File: src/logic/pwm_pkg.sv
// constants, carriers and field layout of the two-channel pwm unit
// Function
// duty value is duty low register above the two duty fraction bits
// after counter equals period: clear counter, set pin unless duty zero, load shadow
// in pwm mode software writes to the duty shadow register are ignored
// postscaler only paces the period match flag, never the pwm period
// shadow byte and hidden 2-bit latch reload only at the period boundary
// 10-bit time base is counter with two low-order bits appended
// prescale 1:1 takes low bits from clock phase, else from prescaler
// pin clears when time base equals shadow byte with latch
// full ten-bit resolution at period 255, fewer bits for smaller periods
// duty above period never matches, pin keeps its level
// prescaler divides by 1, 4 or 16
// sleep stops counter, freezes state, pin keeps its level
// after sleep the counter continues from its held value
// pwm timing is derived straight from the system clock
// reset restores register defaults and turns pins to input
// software sets up direction, period, mode, duty, flag, prescale, then run
// software waits for period match flag before enabling the pin driver
// unit control: bits 5:4 duty fraction, 3:0 mode, 7:6 read zero
// timer control: 6:3 postscale, bit 2 run, 1:0 prescale
// pwm level goes to pin mux, driven only when direction selects output
package pwm_pkg;

	// ----------------------------------------
	// register offsets (byte addresses)
	// ----------------------------------------
	localparam logic [7:0] OFF_CTL1   = 8'h00;
	localparam logic [7:0] OFF_CTL2   = 8'h04;
	localparam logic [7:0] OFF_DUTY1  = 8'h08;
	localparam logic [7:0] OFF_DUTY2  = 8'h0c;
	localparam logic [7:0] OFF_SHAD1  = 8'h10;
	localparam logic [7:0] OFF_SHAD2  = 8'h14;
	localparam logic [7:0] OFF_PERIOD = 8'h18;
	localparam logic [7:0] OFF_TCTL   = 8'h1c;
	localparam logic [7:0] OFF_COUNT  = 8'h20;
	localparam logic [7:0] OFF_STATUS = 8'h24;
	localparam logic [7:0] OFF_DIR    = 8'h28;

	// ----------------------------------------
	// field positions
	// ----------------------------------------
	localparam int CTL_FRAC_LSB  = 4;
	localparam int CTL_MODE_LSB  = 0;
	localparam int TCTL_POST_LSB = 3;
	localparam int TCTL_RUN_BIT  = 2;
	localparam int TCTL_PRE_LSB  = 0;
	localparam int STAT_FLAG_BIT = 0;

	// ----------------------------------------
	// reset values and codes
	// ----------------------------------------
	localparam logic [5:0] RST_CTL    = 6'h00;
	localparam logic [7:0] RST_DUTY   = 8'h00;
	localparam logic [7:0] RST_PERIOD = 8'hff;
	localparam logic [6:0] RST_TCTL   = 7'h00;
	localparam logic [7:0] RST_COUNT  = 8'h00;
	localparam logic [1:0] RST_DIR    = 2'h3;  // both pins input
	localparam logic [1:0] MODE_PWM   = 2'h3;  // mode bits 3:2 both set
	localparam logic [1:0] PRE_DIV1   = 2'h0;
	localparam logic [1:0] PRE_DIV4   = 2'h1;
	localparam logic [1:0] RESP_OKAY  = 2'h0;
	localparam logic [1:0] RESP_SLVERR = 2'h2;

	// ----------------------------------------
	// carriers
	// ----------------------------------------
	typedef struct packed {
		logic       run;
		logic [1:0] pre;
		logic [3:0] post;
	} timer_cfg_t;

	typedef struct packed {
		logic [9:0] base;
		logic       boundary;
	} timebase_t;

endpackage

File: src/logic/pwm_timebase.sv
// period timer, prescaler, clock phase and postscaler of the pwm unit
`timescale 1ns/10ps
module pwm_timebase import pwm_pkg::*; (
	input  logic       aclk,        // system clock
	input  logic       aresetn,     // synchronous reset, low
	input  logic       sleep,       // freeze all counting
	input  timer_cfg_t cfg,         // run, prescale, postscale
	input  logic [7:0] period,      // period register
	input  logic       count_wr,    // software load of counter
	input  logic [7:0] count_wdata, // value to load
	output timebase_t  tb,          // 10-bit base and boundary pulse
	output logic [7:0] count,       // counter value
	output logic       post_match   // postscaled period match pulse
);
	logic [1:0] phase_reg, phase_next;
	logic [3:0] pre_reg, pre_next;
	logic [7:0] count_reg, count_next;
	logic [3:0] post_reg, post_next;
	logic       tcy, pre_term, tick, boundary;
	logic [1:0] low_bits;

	// phase counts system clocks, an instruction cycle is four of them
	assign phase_next = sleep ? phase_reg : phase_reg + 2'h1;  // see R14
	assign tcy        = (phase_reg == 2'h3) & ~sleep;
	assign pre_next   = (tcy & cfg.run) ? pre_reg + 4'h1 : pre_reg;
	assign pre_term   = (cfg.pre == PRE_DIV1) ? 1'b1 :
	                    (cfg.pre == PRE_DIV4) ? (pre_reg[1:0] == 2'h3) :
	                    (pre_reg == 4'hf);
	assign tick       = tcy & cfg.run & pre_term;
	assign boundary   = tick & (count_reg == period);
	// counter restarts after the period match, holds through sleep
	assign count_next = count_wr ? count_wdata :
	                    boundary ? 8'h00 :
	                    tick     ? count_reg + 8'h01 : count_reg; // see R2
	// low bits from clock phase at 1:1, else from the prescaler
	assign low_bits   = (cfg.pre == PRE_DIV1) ? phase_reg :
	                    (cfg.pre == PRE_DIV4) ? pre_reg[1:0] : pre_reg[3:2];
	assign tb.base     = {count_reg, low_bits};
	assign tb.boundary = boundary;
	// postscaler only feeds the match flag
	assign post_next  = !boundary ? post_reg :
	                    (post_reg == cfg.post) ? 4'h0 : post_reg + 4'h1;
	assign post_match = boundary & (post_reg == cfg.post);
	assign count      = count_reg;

	// state update
	always_ff @(posedge aclk) begin
		if (!aresetn) begin
			phase_reg <= 2'h0;
			pre_reg   <= 4'h0;
			count_reg <= RST_COUNT;
			post_reg  <= 4'h0;
		end else begin
			phase_reg <= phase_next;
			pre_reg   <= pre_next;
			count_reg <= count_next;
			post_reg  <= post_next;
		end
	end
endmodule

File: src/logic/pwm_channel.sv
// duty buffering, compare and output level of one pwm channel
`timescale 1ns/10ps
module pwm_channel import pwm_pkg::*; (
	input  logic       aclk,         // system clock
	input  logic       aresetn,      // synchronous reset, low
	input  logic       sleep,        // freeze state
	input  logic       pwm_mode,     // channel in pwm mode
	input  timebase_t  tb,           // shared time base
	input  logic [7:0] duty_low,     // duty low register
	input  logic [1:0] frac,         // duty fraction bits
	input  logic       shadow_wr,    // software write of shadow
	input  logic [7:0] shadow_wdata, // value written
	output logic [7:0] shadow,       // duty shadow register
	output logic       level         // pwm level
);
	logic [7:0] shadow_reg, shadow_next;
	logic [1:0] latch_reg, latch_next;
	logic       level_reg, level_next;
	logic [9:0] duty_new, duty_buf;
	logic       match;

	// duty assembled from low byte and fraction bits
	assign duty_new = {duty_low, frac};
	assign duty_buf = {shadow_reg, latch_reg};
	// duty above the period never meets the base, so no clear
	assign match    = (tb.base == duty_buf);                     // see R8 see R9
	// in pwm mode both buffer halves reload only at the boundary, outside it software writes the shadow
	assign shadow_next = (pwm_mode & tb.boundary) ? duty_low :
	                     (!pwm_mode & shadow_wr) ? shadow_wdata : shadow_reg; // see R5
	assign latch_next  = (pwm_mode & tb.boundary) ? frac : latch_reg;
	// set at the boundary unless duty is zero, clear on compare
	assign level_next  = !pwm_mode  ? 1'b0 :
	                     sleep      ? level_reg :
	                     tb.boundary ? (duty_new != 10'h000) :
	                     match      ? 1'b0 : level_reg;
	assign shadow = shadow_reg;
	// the compare step itself is already low, so the pulse lasts exactly duty steps
	assign level  = level_reg & ~match;

	// state update
	always_ff @(posedge aclk) begin
		if (!aresetn) begin
			shadow_reg <= RST_DUTY;
			latch_reg  <= 2'h0;
			level_reg  <= 1'b0;
		end else begin
			shadow_reg <= shadow_next;
			latch_reg  <= latch_next;
			level_reg  <= level_next;
		end
	end
endmodule

File: src/logic/pwm_unit.sv
// axi4-lite register file and pin drive of the two-channel pwm unit
`timescale 1ns/10ps
module pwm_unit import pwm_pkg::*; (
	input  logic        aclk,       // system clock, 40 MHz
	input  logic        aresetn,    // synchronous reset, low
	input  logic        sleep_req,  // sleep request pin, asynchronous
	input  logic [31:0] awaddr,     // write address
	input  logic        awvalid,    // write address valid
	output logic        awready,    // write address ready
	input  logic [31:0] wdata,      // write data
	input  logic [3:0]  wstrb,      // write strobes
	input  logic        wvalid,     // write data valid
	output logic        wready,     // write data ready
	output logic [1:0]  bresp,      // write response
	output logic        bvalid,     // write response valid
	input  logic        bready,     // write response ready
	input  logic [31:0] araddr,     // read address
	input  logic        arvalid,    // read address valid
	output logic        arready,    // read address ready
	output logic [31:0] rdata,      // read data
	output logic [1:0]  rresp,      // read response
	output logic        rvalid,     // read data valid
	input  logic        rready,     // read data ready
	output logic [1:0]  pin_out,    // pwm pin levels
	output logic [1:0]  pin_oe      // pwm pin output enables
);
	typedef enum logic [1:0] {WR_IDLE = 2'b01, WR_RESP = 2'b10} wr_state_t;
	typedef enum logic [1:0] {RD_IDLE = 2'b01, RD_RESP = 2'b10} rd_state_t;

	// ----------------------------------------
	// helpers
	// ----------------------------------------
	function automatic logic hit(input logic [31:0] addr, input logic [7:0] off);
		hit = (addr == {24'h000000, off});
	endfunction

	function automatic logic known(input logic [31:0] addr);
		known = hit(addr, OFF_CTL1) | hit(addr, OFF_CTL2) | hit(addr, OFF_DUTY1) |
		        hit(addr, OFF_DUTY2) | hit(addr, OFF_SHAD1) | hit(addr, OFF_SHAD2) |
		        hit(addr, OFF_PERIOD) | hit(addr, OFF_TCTL) | hit(addr, OFF_COUNT) |
		        hit(addr, OFF_STATUS) | hit(addr, OFF_DIR);
	endfunction

	// ----------------------------------------
	// state
	// ----------------------------------------
	wr_state_t   wr_state_reg, wr_state_next;
	rd_state_t   rd_state_reg, rd_state_next;
	logic        awready_reg, awready_next;
	logic        bvalid_reg, bvalid_next;
	logic [1:0]  bresp_reg, bresp_next;
	logic        arready_reg, arready_next;
	logic        rvalid_reg, rvalid_next;
	logic [1:0]  rresp_reg, rresp_next;
	logic [31:0] rdata_reg, rdata_next;
	logic [5:0]  ctl1_reg, ctl1_next;
	logic [5:0]  ctl2_reg, ctl2_next;
	logic [7:0]  duty1_reg, duty1_next;
	logic [7:0]  duty2_reg, duty2_next;
	logic [7:0]  period_reg, period_next;
	logic [6:0]  tctl_reg, tctl_next;
	logic [1:0]  dir_reg, dir_next;
	logic        flag_reg, flag_next;
	logic [1:0]  pin_out_reg, pin_oe_reg;
	logic        sleep_meta_reg, sleep_reg;

	// ----------------------------------------
	// decode
	// ----------------------------------------
	logic        wr_fire, rd_fire, wr_en;
	logic [7:0]  wbyte;
	logic        pwm1, pwm2, post_match;
	logic [7:0]  count, shadow1, shadow2;
	logic [1:0]  level;
	timer_cfg_t  cfg;
	timebase_t   tb;
	logic [31:0] rd_value;

	// a write lands when both channels are taken together
	assign wr_fire = awready_reg & awvalid & wvalid;
	assign rd_fire = arready_reg & arvalid;
	assign wr_en   = wr_fire & wstrb[0];
	assign wbyte   = wdata[7:0];

	// pwm mode per unit from the upper mode bits
	assign pwm1 = (ctl1_reg[CTL_MODE_LSB+3 -: 2] == MODE_PWM);
	assign pwm2 = (ctl2_reg[CTL_MODE_LSB+3 -: 2] == MODE_PWM);

	// timer control fields
	assign cfg.run  = tctl_reg[TCTL_RUN_BIT];
	assign cfg.pre  = tctl_reg[TCTL_PRE_LSB +: 2];
	assign cfg.post = tctl_reg[TCTL_POST_LSB +: 4];

	// register next values, low byte lane only
	assign ctl1_next   = (wr_en & hit(awaddr, OFF_CTL1)) ? wbyte[5:0] : ctl1_reg;
	assign ctl2_next   = (wr_en & hit(awaddr, OFF_CTL2)) ? wbyte[5:0] : ctl2_reg;
	assign duty1_next  = (wr_en & hit(awaddr, OFF_DUTY1)) ? wbyte : duty1_reg;
	assign duty2_next  = (wr_en & hit(awaddr, OFF_DUTY2)) ? wbyte : duty2_reg;
	assign period_next = (wr_en & hit(awaddr, OFF_PERIOD)) ? wbyte : period_reg;
	assign tctl_next   = (wr_en & hit(awaddr, OFF_TCTL)) ? wbyte[6:0] : tctl_reg;
	assign dir_next    = (wr_en & hit(awaddr, OFF_DIR)) ? wbyte[1:0] : dir_reg;
	// match flag: hardware set wins over write-one-to-clear
	assign flag_next   = post_match |
	                     (flag_reg & ~(wr_en & hit(awaddr, OFF_STATUS) & wbyte[STAT_FLAG_BIT]));

	// read selection, unimplemented bits read zero
	assign rd_value =
		hit(araddr, OFF_CTL1)   ? {26'h0, ctl1_reg} :
		hit(araddr, OFF_CTL2)   ? {26'h0, ctl2_reg} :
		hit(araddr, OFF_DUTY1)  ? {24'h000000, duty1_reg} :
		hit(araddr, OFF_DUTY2)  ? {24'h000000, duty2_reg} :
		hit(araddr, OFF_SHAD1)  ? {24'h000000, shadow1} :
		hit(araddr, OFF_SHAD2)  ? {24'h000000, shadow2} :
		hit(araddr, OFF_PERIOD) ? {24'h000000, period_reg} :
		hit(araddr, OFF_TCTL)   ? {25'h0, tctl_reg} :
		hit(araddr, OFF_COUNT)  ? {24'h000000, count} :
		hit(araddr, OFF_STATUS) ? {31'h0, flag_reg} :
		hit(araddr, OFF_DIR)    ? {30'h0, dir_reg} : 32'h00000000;

	// ----------------------------------------
	// bus handshake
	// ----------------------------------------
	// write side: ready pulses once both address and data are offered
	always_comb begin
		wr_state_next = wr_state_reg;
		awready_next  = 1'b0;
		bvalid_next   = bvalid_reg;
		bresp_next    = bresp_reg;
		unique case (wr_state_reg)
			WR_IDLE: begin
				if (wr_fire) begin
					wr_state_next = WR_RESP;
					bvalid_next   = 1'b1;
					bresp_next    = known(awaddr) ? RESP_OKAY : RESP_SLVERR;
				end else begin
					awready_next = awvalid & wvalid & ~awready_reg;
				end
			end
			WR_RESP: begin
				if (bready) begin
					wr_state_next = WR_IDLE;
					bvalid_next   = 1'b0;
				end
			end
			default: begin
				wr_state_next = WR_IDLE;
				bvalid_next   = 1'b0;
			end
		endcase
	end

	// read side: data is captured at the address handshake
	always_comb begin
		rd_state_next = rd_state_reg;
		arready_next  = 1'b0;
		rvalid_next   = rvalid_reg;
		rresp_next    = rresp_reg;
		rdata_next    = rdata_reg;
		unique case (rd_state_reg)
			RD_IDLE: begin
				if (rd_fire) begin
					rd_state_next = RD_RESP;
					rvalid_next   = 1'b1;
					rdata_next    = rd_value;
					rresp_next    = known(araddr) ? RESP_OKAY : RESP_SLVERR;
				end else begin
					arready_next = arvalid & ~arready_reg;
				end
			end
			RD_RESP: begin
				if (rready) begin
					rd_state_next = RD_IDLE;
					rvalid_next   = 1'b0;
				end
			end
			default: begin
				rd_state_next = RD_IDLE;
				rvalid_next   = 1'b0;
			end
		endcase
	end

	// bus flops
	always_ff @(posedge aclk) begin
		if (!aresetn) begin
			wr_state_reg <= WR_IDLE;
			rd_state_reg <= RD_IDLE;
			awready_reg  <= 1'b0;
			bvalid_reg   <= 1'b0;
			bresp_reg    <= RESP_OKAY;
			arready_reg  <= 1'b0;
			rvalid_reg   <= 1'b0;
			rresp_reg    <= RESP_OKAY;
			rdata_reg    <= 32'h00000000;
		end else begin
			wr_state_reg <= wr_state_next;
			rd_state_reg <= rd_state_next;
			awready_reg  <= awready_next;
			bvalid_reg   <= bvalid_next;
			bresp_reg    <= bresp_next;
			arready_reg  <= arready_next;
			rvalid_reg   <= rvalid_next;
			rresp_reg    <= rresp_next;
			rdata_reg    <= rdata_next;
		end
	end

	// ----------------------------------------
	// registers and pins
	// ----------------------------------------
	// any reset restores defaults and releases both pins
	always_ff @(posedge aclk) begin
		if (!aresetn) begin
			ctl1_reg    <= RST_CTL;
			ctl2_reg    <= RST_CTL;
			duty1_reg   <= RST_DUTY;
			duty2_reg   <= RST_DUTY;
			period_reg  <= RST_PERIOD;
			tctl_reg    <= RST_TCTL;
			dir_reg     <= RST_DIR;
			flag_reg    <= 1'b0;
			pin_out_reg <= 2'h0;
			pin_oe_reg  <= 2'h0;
		end else begin
			ctl1_reg    <= ctl1_next;
			ctl2_reg    <= ctl2_next;
			duty1_reg   <= duty1_next;
			duty2_reg   <= duty2_next;
			period_reg  <= period_next;
			tctl_reg    <= tctl_next;
			dir_reg     <= dir_next;
			flag_reg    <= flag_next;
			pin_out_reg <= level;
			pin_oe_reg  <= {pwm2, pwm1} & ~dir_reg;
		end
	end

	// sleep pin passes two flops before use
	always_ff @(posedge aclk) begin
		if (!aresetn) begin
			sleep_meta_reg <= 1'b0;
			sleep_reg      <= 1'b0;
		end else begin
			sleep_meta_reg <= sleep_req;
			sleep_reg      <= sleep_meta_reg;
		end
	end

	// ----------------------------------------
	// datapath
	// ----------------------------------------
	pwm_timebase u_timebase (
		.aclk        (aclk),
		.aresetn     (aresetn),
		.sleep       (sleep_reg),
		.cfg         (cfg),
		.period      (period_reg),
		.count_wr    (wr_en & hit(awaddr, OFF_COUNT)),
		.count_wdata (wbyte),
		.tb          (tb),
		.count       (count),
		.post_match  (post_match)
	);

	pwm_channel u_chan1 (
		.aclk         (aclk),
		.aresetn      (aresetn),
		.sleep        (sleep_reg),
		.pwm_mode     (pwm1),
		.tb           (tb),
		.duty_low     (duty1_reg),
		.frac         (ctl1_reg[CTL_FRAC_LSB +: 2]),
		.shadow_wr    (wr_en & hit(awaddr, OFF_SHAD1)),
		.shadow_wdata (wbyte),
		.shadow       (shadow1),
		.level        (level[0])
	);

	pwm_channel u_chan2 (
		.aclk         (aclk),
		.aresetn      (aresetn),
		.sleep        (sleep_reg),
		.pwm_mode     (pwm2),
		.tb           (tb),
		.duty_low     (duty2_reg),
		.frac         (ctl2_reg[CTL_FRAC_LSB +: 2]),
		.shadow_wr    (wr_en & hit(awaddr, OFF_SHAD2)),
		.shadow_wdata (wbyte),
		.shadow       (shadow2),
		.level        (level[1])
	);

	// outputs
	assign awready = awready_reg;
	assign wready  = awready_reg;
	assign bvalid  = bvalid_reg;
	assign bresp   = bresp_reg;
	assign arready = arready_reg;
	assign rvalid  = rvalid_reg;
	assign rresp   = rresp_reg;
	assign rdata   = rdata_reg;
	assign pin_out = pin_out_reg;
	assign pin_oe  = pin_oe_reg;
endmodule

File: config.mk
export PLATFORM = sky130hd
export DESIGN_NAME = pwm_unit
export DESIGN_NICKNAME = d
export VERILOG_FILES = /design/src/logic/pwm_pkg.sv /design/src/logic/pwm_timebase.sv /design/src/logic/pwm_channel.sv /design/src/logic/pwm_unit.sv
export SDC_FILE = /design/constraint.sdc
export NUM_CORES = 1
export LEC_CHECK = 0
export BUFFER_PORTS_ARGS = -buffer_cell sky130_fd_sc_hd__buf_2
export CAP_MARGIN = 20
export CORE_ASPECT_RATIO = 0.6
export CORE_MARGIN = 3
export CORE_UTILIZATION = 45
export DETAILED_ROUTE_END_ITERATION = 7
export PLACE_DENSITY = 0.76
export SETUP_SLACK_MARGIN = 0.2
export SLEW_MARGIN = 5
export SYNTH_ARGS = -nofsm -noshare
export SYNTH_HDL_FRONTEND = slang
export SYNTH_SLANG_ARGS = --single-unit
File: constraint.sdc
create_clock -name aclk -period 4 [get_ports aclk]
set_clock_uncertainty 0.15 [all_clocks]
set_input_delay 0.8 -clock aclk [delete_from_list [all_inputs] [get_ports aclk]]
set_output_delay 0.8 -clock aclk [all_outputs]
set_load 0.01 [all_outputs]
* Word level (Yosys, flattened, before mapping)
Index checks and enable logic that the tools add are counted.
Widths: inputs -> output; s select.
** Operators by class
- Multiplexer cells :: 41
- Equal/unequal tests :: 38
- Add/subtract/negate cells :: 4
- Bitwise operators :: 63
- Reduce and logical (&&, ||, !) cells :: 22
** Operators with widths (count)
- $eq 32x5->1 const B :: 8
- $eq 32x6->1 const B :: 6
- $eq 32x4->1 const B :: 4
- $mux 8 :: 16
- $eq 32x3->1 const B :: 2
- $logic_not 32->1 :: 2
- $and 1x1->1 :: 31
- $or 1x1->1 :: 21
- $eq 10x10->1 :: 2
- $mux 2 :: 10
- $reduce_bool 10->1 :: 2
- $reduce_and 2->1 :: 8
- $eq 2x2->1 const B :: 6
- $mux 1 :: 10
- $not 1->1 :: 9
- $add 4x1->4 const B :: 2
- $add 8x1->8 const B :: 1
- $eq 8x8->1 :: 1
- $ne 2x2->1 const B :: 4
- $pmux 2 s2 :: 2
- $reduce_bool 2->1 :: 4
- $eq 2x1->1 const B :: 3
- $reduce_or 3->1 :: 2
- $eq 4x4->1 :: 1
- 9 further kinds :: 11
** Word-level totals
- Output and inout port bits :: 45
- Input bits :: 108
- Flip-flop bits (word level) :: 136
- Logic and storage cells :: 199

* Depth between registers and ports, before layout
Gate-level depths: netlist of the first run.
- Word-level depth :: 12
- Depth in mapped cells :: 9
- Gate-level depth less buffers :: 7

* Hierarchy
A second synthesis of the first run with hierarchy kept.
** Unflattened totals
- Cell total of the unflattened synthesis :: 741
- Area, all modules :: 6236.0 µm²
** Modules (own cells, without submodules)
- pwm_unit :: area each 3565.9 µm², cells an instance 432, seq. area each 1361.3 µm², instances 1
- pwm_timebase :: area each 1388.8 µm², cells an instance 155, seq. area each 360.3 µm², instances 1
- pwm_channel :: area each 640.6 µm², cells an instance 77, seq. area each 220.2 µm², instances 2

* Least setup slack after synthesis of the first run
Ideal clock, no wire load.
- Path type :: input to register
- From :: input port awaddr[7]
- To :: register ctl1_reg[2]
- Data required time :: 3.734 ns
- Stages on the path :: 6
- Path slack :: 1.297 ns
- Arrival :: 2.437 ns
- Path buffers :: 1
- Cells stage by stage :: nor4_2 > nand4_2 > nor4_4 > nand3b_2 > buf_6 > a31o_1
** Between the ends
- Cells in the longest elaborated chain, start to end :: 2
** Ends and longest elaborated chain
- from (decl) :: line pwm_unit.sv:7 : input logic [31:0] awaddr,
- $logic_not 32->1 :: line pwm_unit.sv:34 : hit = (addr == {24'h000000, off});
- $and 1x1->1 :: line pwm_unit.sv:95 : assign ctl1_next = (wr_en & hit(awaddr, OFF_CTL1)) ? wbyte[5:0] : ctl1_reg;
- to (signal assigned) :: line pwm_unit.sv:225 : ctl1_reg <= ctl1_next;
- to (decl) :: line pwm_unit.sv:56 : logic [5:0] ctl1_reg, ctl1_next;
Every way passes these cells.
A chain may end at the register's enable or synchronous reset.

* Worst setup path after layout of the first run
- From :: register u_timebase.count_reg[0], in the netlist u_timebase.count[0]
- To :: register u_chan2.shadow_reg[2], in the netlist u_chan2.shadow[2]
** Between the ends
- Cells in the longest elaborated chain, start to end :: 4
** Ends and longest elaborated chain
- from (decl) :: line pwm_timebase.sv:17 : logic [7:0] count_reg, count_next;
- from (signal assigned) :: line pwm_timebase.sv:56 : count_reg <= count_next;
- $eq 8x8->1 (*) :: line pwm_timebase.sv:30 : assign boundary = tick & (count_reg == period);
- $and 1x1->1 (*) :: line pwm_timebase.sv:30
- $and 1x1->1 (*) :: line pwm_channel.sv:28 : assign shadow_next = (pwm_mode & tb.boundary) ? duty_low :
- $mux 8 / $reduce_bool 2->1 (equally long branches)
- to (signal assigned) :: line pwm_channel.sv:47 : shadow_reg <= shadow_next;
- to (decl) :: line pwm_channel.sv:16 : logic [7:0] shadow_reg, shadow_next;
Every way passes the cells marked *; elsewhere a longest branch is shown, timed or not.

==> results.json, run 1 <==
{
  "port-buffer-count": 99,
  "cts_made_buffers": 9,
  "yosysSeqAreaShare_pct": 36.73,
  "worstHoldStart": "sleep_meta_reg",
  "timing.final.crit_share_pct": 73.33,
  "cts_resized": 0,
  "setup.worst_path.start_class": "flop",
  "slew_violations": 0,
  "root_buffer": "clkbuf_16",
  "fin_util_pct": 54.05,
  "p_sw_mw": 0.5520,
  "cp_cell_sequence": "xor2_1, nor4_1, and4_1, nand3_1, nand4_1, o221ai_1",
  "fin_setup_tns_ps": 0,
  "p_leak_nw": 2.760,
  "dieArea_mm2": 0.01454,
  "syn_area_mm2": 0.005887,
  "ys.flop_type": "dfxtp_1",
  "p_seq_share_pct": 49.9,
  "ys_types": 61,
  "worstPathRequired_ps": 4050,
  "synth_commonest_cells": "dfxtp_1 (108), nor2_1 (62), nand2_1 (49)",
  "grt_usage_pct": 24.36,
  "drc": 0,
  "clockBufferDepth": 2,
  "core_mm2": 0.01241,
  "r2r.worst_path.cells": 6,
  "ant_nets": 0,
  "vias": 5611,
  "rrSetupSlack_ps": 1070,
  "cp.arrival_ps": 2980,
  "drt_wl_total_um": 17730,
  "synth_area_leaders": "dfxtp_1 (37%), mux2i_1 (6.0%), o21ai_0 (4.1%)",
  "drive_gt1_share_pct": 20.08,
  "power_frac_clock_pct": 41.4,
  "clock-sinks": 108,
  "fp.dieW_um": 153.7,
  "synth.avg_cell_area_um2": 8.495,
  "ys_ff_latch": 108,
  "setup_viol": 0,
  "clk_pin_slew_ps": 80,
  "endpoint_kind": "flop",
  "rsz0062_at_grt": "false",
  "peakVddDrop_mv": 0.2170,
  "initial_core_util_pct": 47.43,
  "hold_viol": 0,
  "setup_ws_ps": 1067,
  "grt_pass1_wl_um": 27800,
  "crit_buf_inv": 0,
  "drv_cap": 0,
  "design_area_mm2": 0.006709,
  "gp_congestion": 0.9606,
  "crit_family": "simple AND/OR/NAND/NOR gates",
  "drt_pass1_iterations": 6,
  "synth_top_area_share_pct": 36.73,
  "whs_path_depth": 1,
  "first_iter_violations": 688,
  "clk-insertion-delay-late_ps": 350,
  "max_freq_ghz": 0.3409,
  "nNetsFinal": 884,
  "tightest_slew_ps": 768.4,
  "rows": 31,
  "cts_setup_buffers": 0,
  "async_flop_share_pct": 0,
  "avgViaCountPerCell": 5.956,
  "worstSetupPathType": "flop to flop",
  "place_ws_ps": 850.7,
  "cts_tree": "built",
  "timing.final.crit_period_ps": 2933,
  "outcome": "finished clean",
  "grt_pass1_vias": 5155,
  "grt_overflow": 0,
  "synth_edf_count": 0,
  "power_switching_share_pct": 25.10,
  "yosys.cell_count.top_type": "dfxtp_1",
  "place_area_mm2": 0.006410,
  "holdBufCountCts": 0,
  "slew_headroom_pct": 48.63,
  "die_h_um": 94.60,
  "routedWlPerCell_um": 18.82,
  "path_max_fanout": 18,
  "syn-instance-count": 693,
  "cp_slowest_cell": "dfxtp_1",
  "r2r_start": "u_timebase.count[0]",
  "diodes": 0,
  "min_to": "sleep_reg",
  "syn2layout_area_growth_pct": 13.96,
  "htreeDepth": 3,
  "p_int_mw": 1.647,
  "min_path_type": "flop to flop",
  "yosys.area.top_type": "dfxtp_1",
  "slowest_delay_ps": 590,
  "antenna_found_initial": 1,
  "hpwlAfterDp_um": 13490,
  "ios": 153,
  "ys_warn_count": 0,
  "power_frac_comb_pct": 8.7,
  "grt_max_degree": 44,
  "cellPowerDensity_mw_per_mm2": 327.8,
  "timing.rr.end": "u_chan2.shadow[2]"
}
area by class of cell:
type / count / area [um2]
Timing Repair Buffer: 112 / 613.1
Tap cell: 165 / 206.4
Sequential cell: 108 / 2162
Clock inverter: 7 / 73.82
Multi-Input combinational cell: 533 / 3398
Clock buffer: 9 / 225.2
Inverter: 8 / 30.03
Fill cell: 1173 / 5703
power groups by stage:
stage          clock, mW  combinational, mW  sequential, mW
6_report           0.910              0.192            1.10
5_1_grt            0.960              0.210            1.10
4_1_cts            0.923              0.189            1.10
3_5_place_dp           0              0.189            1.12
3_3_place_gp           0              0.183            1.12
2_1_floorplan          0              0.121            1.12
logic make-up after synthesis:
| group | count (synthesis) | share of synthesized area, % |
|---|---|---|
| flip-flops | 108 | 36.73 |
| AO/OA/AOI/OAI | 159 | 16.75 |
| XOR/XNOR | 39 | 5.802 |
| AND/OR/NAND/NOR | 263 | 25.38 |
| buffers and inverters | 77 | 7.141 |
| adder cells (fa/ha/maj) | 4 | 0.8502 |
| other | 1 | 0.06370 |
| multiplexers | 42 | 7.290 |
layout by cell type (no fill, tap or decap), types with 18 or more instances in the layout:
cell / count
conb_1: 26
nand2_1: 49
buf_2: 99
nor2_1: 62
xnor2_1: 22
nand3_1: 42
a21oi_1: 43
dfxtp_1: 108
o21ai_0: 48
mux2i_1: 35
nand4_1: 18
worst register-to-register path, delay by kind of cell, from the launching register on:
family          cells  cell delay, ps
compound gates      1             140
xor+xnor            1             150
flops               1             590
simple gates        4            1740
worst max-delay path by stage:
stage	startpoint	endpoint	slack [ps]	depth (start not counted)
final	u_timebase.count[0]	u_chan2.shadow[2]	1070	6
after CTS	u_timebase.count[0]	u_chan2.shadow[2]	1200	6
after global placement	araddr[11]	rdata[5]	870	7
after detailed placement	araddr[28]	rdata[3]	850	7
after global routing	araddr[28]	rdata[3]	880	7
after floorplan	awaddr[7]	ctl1_reg[2]	1300	6
layer usage:
| metal | part of all wire (%) | track usage (%) | vias up |
|---|---|---|---|
| met5 | 0.073 | 0 | - |
| met4 | 1.1 | 5.658 | 2 |
| met3 | 13 | 8.104 | 24 |
| met1 | 46 | 35.55 | 2603 |
| met2 | 40 | 34.62 | 331 |
| li1 | - | - | 2651 |
stage by stage:
| stage | std cells | power, mW | hold WS, ps |
|---|---|---|---|
| after floorplan | 718 | 1.238 | 261.9 |
| after global placement | 925 | 1.305 | 267.9 |
| after detailed placement | 926 | 1.310 | 267.9 |
| after CTS | 942 | 2.208 | 284.9 |
| after global routing | 942 | 2.269 | 304.1 |
| final | 942 | 2.199 | 282.0 |
No activity file was read; power rests on OpenSTA's default activity.
==> inputs of run 2 (changes only) <==
==> constraint.sdc (replaced) <==
create_clock -name aclk -period 2.85 [get_ports aclk]
set_clock_uncertainty 0.15 [all_clocks]
set_input_delay 0.57 -clock aclk [delete_from_list [all_inputs] [get_ports aclk]]
set_output_delay 0.57 -clock aclk [all_outputs]
set_load 0.01 [all_outputs]
==> run 2 against run 1 <==
  * Hold slack lost 11 ps
  * Flip-flop and latch count stayed put
  * Clock power up 34%
  * Non-clock buffer count up 24
  * Core utilization grew 1.2 points
  * Combinational power up 45%
  * Final area grew 2.2%
  * Final cell count rose by 2.5%
  * Worst setup slack worse by 730 ps
  * Critical endpoint is now u_chan1.shadow[0]
  * Largest cell class unchanged
  * Highest routed layer is now met4
==> results.json, run 2 (synthesis results as in run 1) <==
{
  "drv_cap": 0,
  "syn2layout_area_growth_pct": 16.43,
  "antenna_found_initial": 0,
  "clk-insertion-delay-late_ps": 350,
  "peakVddDrop_mv": 0.2867,
  "outcome": "finished clean",
  "endpoint_kind": "flop",
  "stdcell_count": 966,
  "slowest_delay_ps": 560,
  "path_max_fanout": 12,
  "worstHoldStart": "sleep_req",
  "port-buffer-count": 99,
  "rrSetupSlack_ps": 340,
  "worstPathRequired_ps": 2920,
  "grt_overflow": 0,
  "place_area_mm2": 0.006570,
  "cp_slowest_cell": "dfxtp_1",
  "cts_resized": 0,
  "min_path_type": "primary input to flop",
  "root_buffer": "clkbuf_16",
  "core_mm2": 0.01241,
  "ios": 153,
  "clk_pin_slew_ps": 80,
  "tightest_slew_ps": 981.3,
  "die_h_um": 94.60,
  "fillCellCount": 1188,
  "min_to": "sleep_meta_reg",
  "grt_pass1_vias": 5181,
  "cellPowerDensity_mw_per_mm2": 443.0,
  "cts_setup_buffers": 0,
  "diodes": 0,
  "cts_tree": "built",
  "fp.dieW_um": 153.7,
  "drt_wl_total_um": 18390,
  "setup.worst_path.start_class": "flop",
  "first_iter_violations": 725,
  "drive_gt1_share_pct": 22.47,
  "design_area_mm2": 0.006854,
  "power_mw": 3.036,
  "cp_cell_sequence": "xor2_1, nor4_1, and4_1, buf_4, nand3_1, nand4_1, o221ai_1",
  "r2r.worst_path.cells": 7,
  "layout_common_cells": "dfxtp_1 (108), buf_2 (99), nor2_1 (62)",
  "clockBufferDepth": 2,
  "hold_viol": 0,
  "regArea_mm2": 0.002162,
  "avgViaCountPerCell": 5.957,
  "gp_congestion": 1.045,
  "place_inst": 950,
  "timing.rr.end": "u_chan1.shadow[0]",
  "holdBufCountCts": 0,
  "multiInputGateArea_mm2": 0.003398,
  "initial_core_util_pct": 47.43,
  "max_freq_ghz": 0.3986,
  "grt_usage_pct": 25.30,
  "routedWlPerCell_um": 19.04,
  "timing.final.crit_period_ps": 2509,
  "slew_violations": 0,
  "fin_setup_tns_ps": 0,
  "whs_path_depth": 2,
  "slew_headroom_pct": 34.51,
  "worstSetupPathType": "flop to flop",
  "clock-sinks": 108,
  "drt_pass1_iterations": 6,
  "p_leak_nw": 2.866,
  "r2r_start": "u_timebase.count[6]",
  "timing.final.crit_share_pct": 88.02,
  "drc": 0,
  "ant_nets": 0,
  "hpwlAfterDp_um": 14100,
  "grt_pass1_wl_um": 28820,
  "dieArea_mm2": 0.01454,
  "nNetsFinal": 908,
  "vias": 5754,
  "grt_max_degree": 37,
  "htreeDepth": 3,
  "cts_made_buffers": 9,
  "rows": 31,
  "rsz0062_at_grt": "false",
  "layout_commonest_cell": "dfxtp_1",
  "setup_viol": 0,
  "cp.arrival_ps": 2580
}
## run 2: cell type report
cell class	count	area share [%]
Clock buffer	9	3.286
Clock inverter	7	0.8580
Inverter	8	0.4381
Multi-Input combinational cell	533	49.58
Sequential cell	108	31.54
Tap cell	165	3.012
Timing Repair Buffer	136	11.28
## run 2: critical path, delay by kind of cell (launching register included)
family / cells / cell delay, ps
buf+inv: 1 / 220
xor+xnor: 1 / 120
flops: 1 / 560
simple gates: 4 / 1210
compound gates: 1 / 120
## run 2: power breakdown
part | total (mW) | switching, mW | internal, mW | leakage [nW]
Combinational | 0.279 | 0.174 | 0.105 | 1.86
Clock | 1.22 | 0.614 | 0.608 | 0.138
Sequential | 1.54 | 0.0134 | 1.52 | 0.872
Total | 3.04 | 0.802 | 2.23 | 2.87
## run 2: metrics by stage
step,setup slack (ps),util [%],hold slack (ps)
after detailed placement,88.64,52.93,268.9
after global routing,208.8,55.22,269.1
after floorplan,377.4,-,261.9
after global placement,112.3,52.93,274.2
final,341.5,55.22,271.1
after CTS,432.3,55.22,267.0
## run 2: how the worst max path moves through the flow
stage	from	depth (start not counted)	endpoint	slack [ps]
2_1_floorplan	awaddr[7]	6	ctl1_reg[2]	380
3_3_place_gp	araddr[11]	7	rdata[6]	110
3_5_place_dp	awaddr[24]	8	tctl_reg[2]	90
4_1_cts	u_timebase.count[6]	7	u_chan1.shadow[0]	430
5_1_grt	u_timebase.count[6]	6	u_chan1.shadow[6]	210
6_report	u_timebase.count[6]	7	u_chan1.shadow[0]	340
## run 2: per-layer routing
layer,GRT usage (%),vias up,wire length (um)
li1,-,2706,-
met1,37.68,2636,8226
met2,34.95,383,7116
met3,9.158,29,2800
met4,4.776,0,248
met5,0,-,0
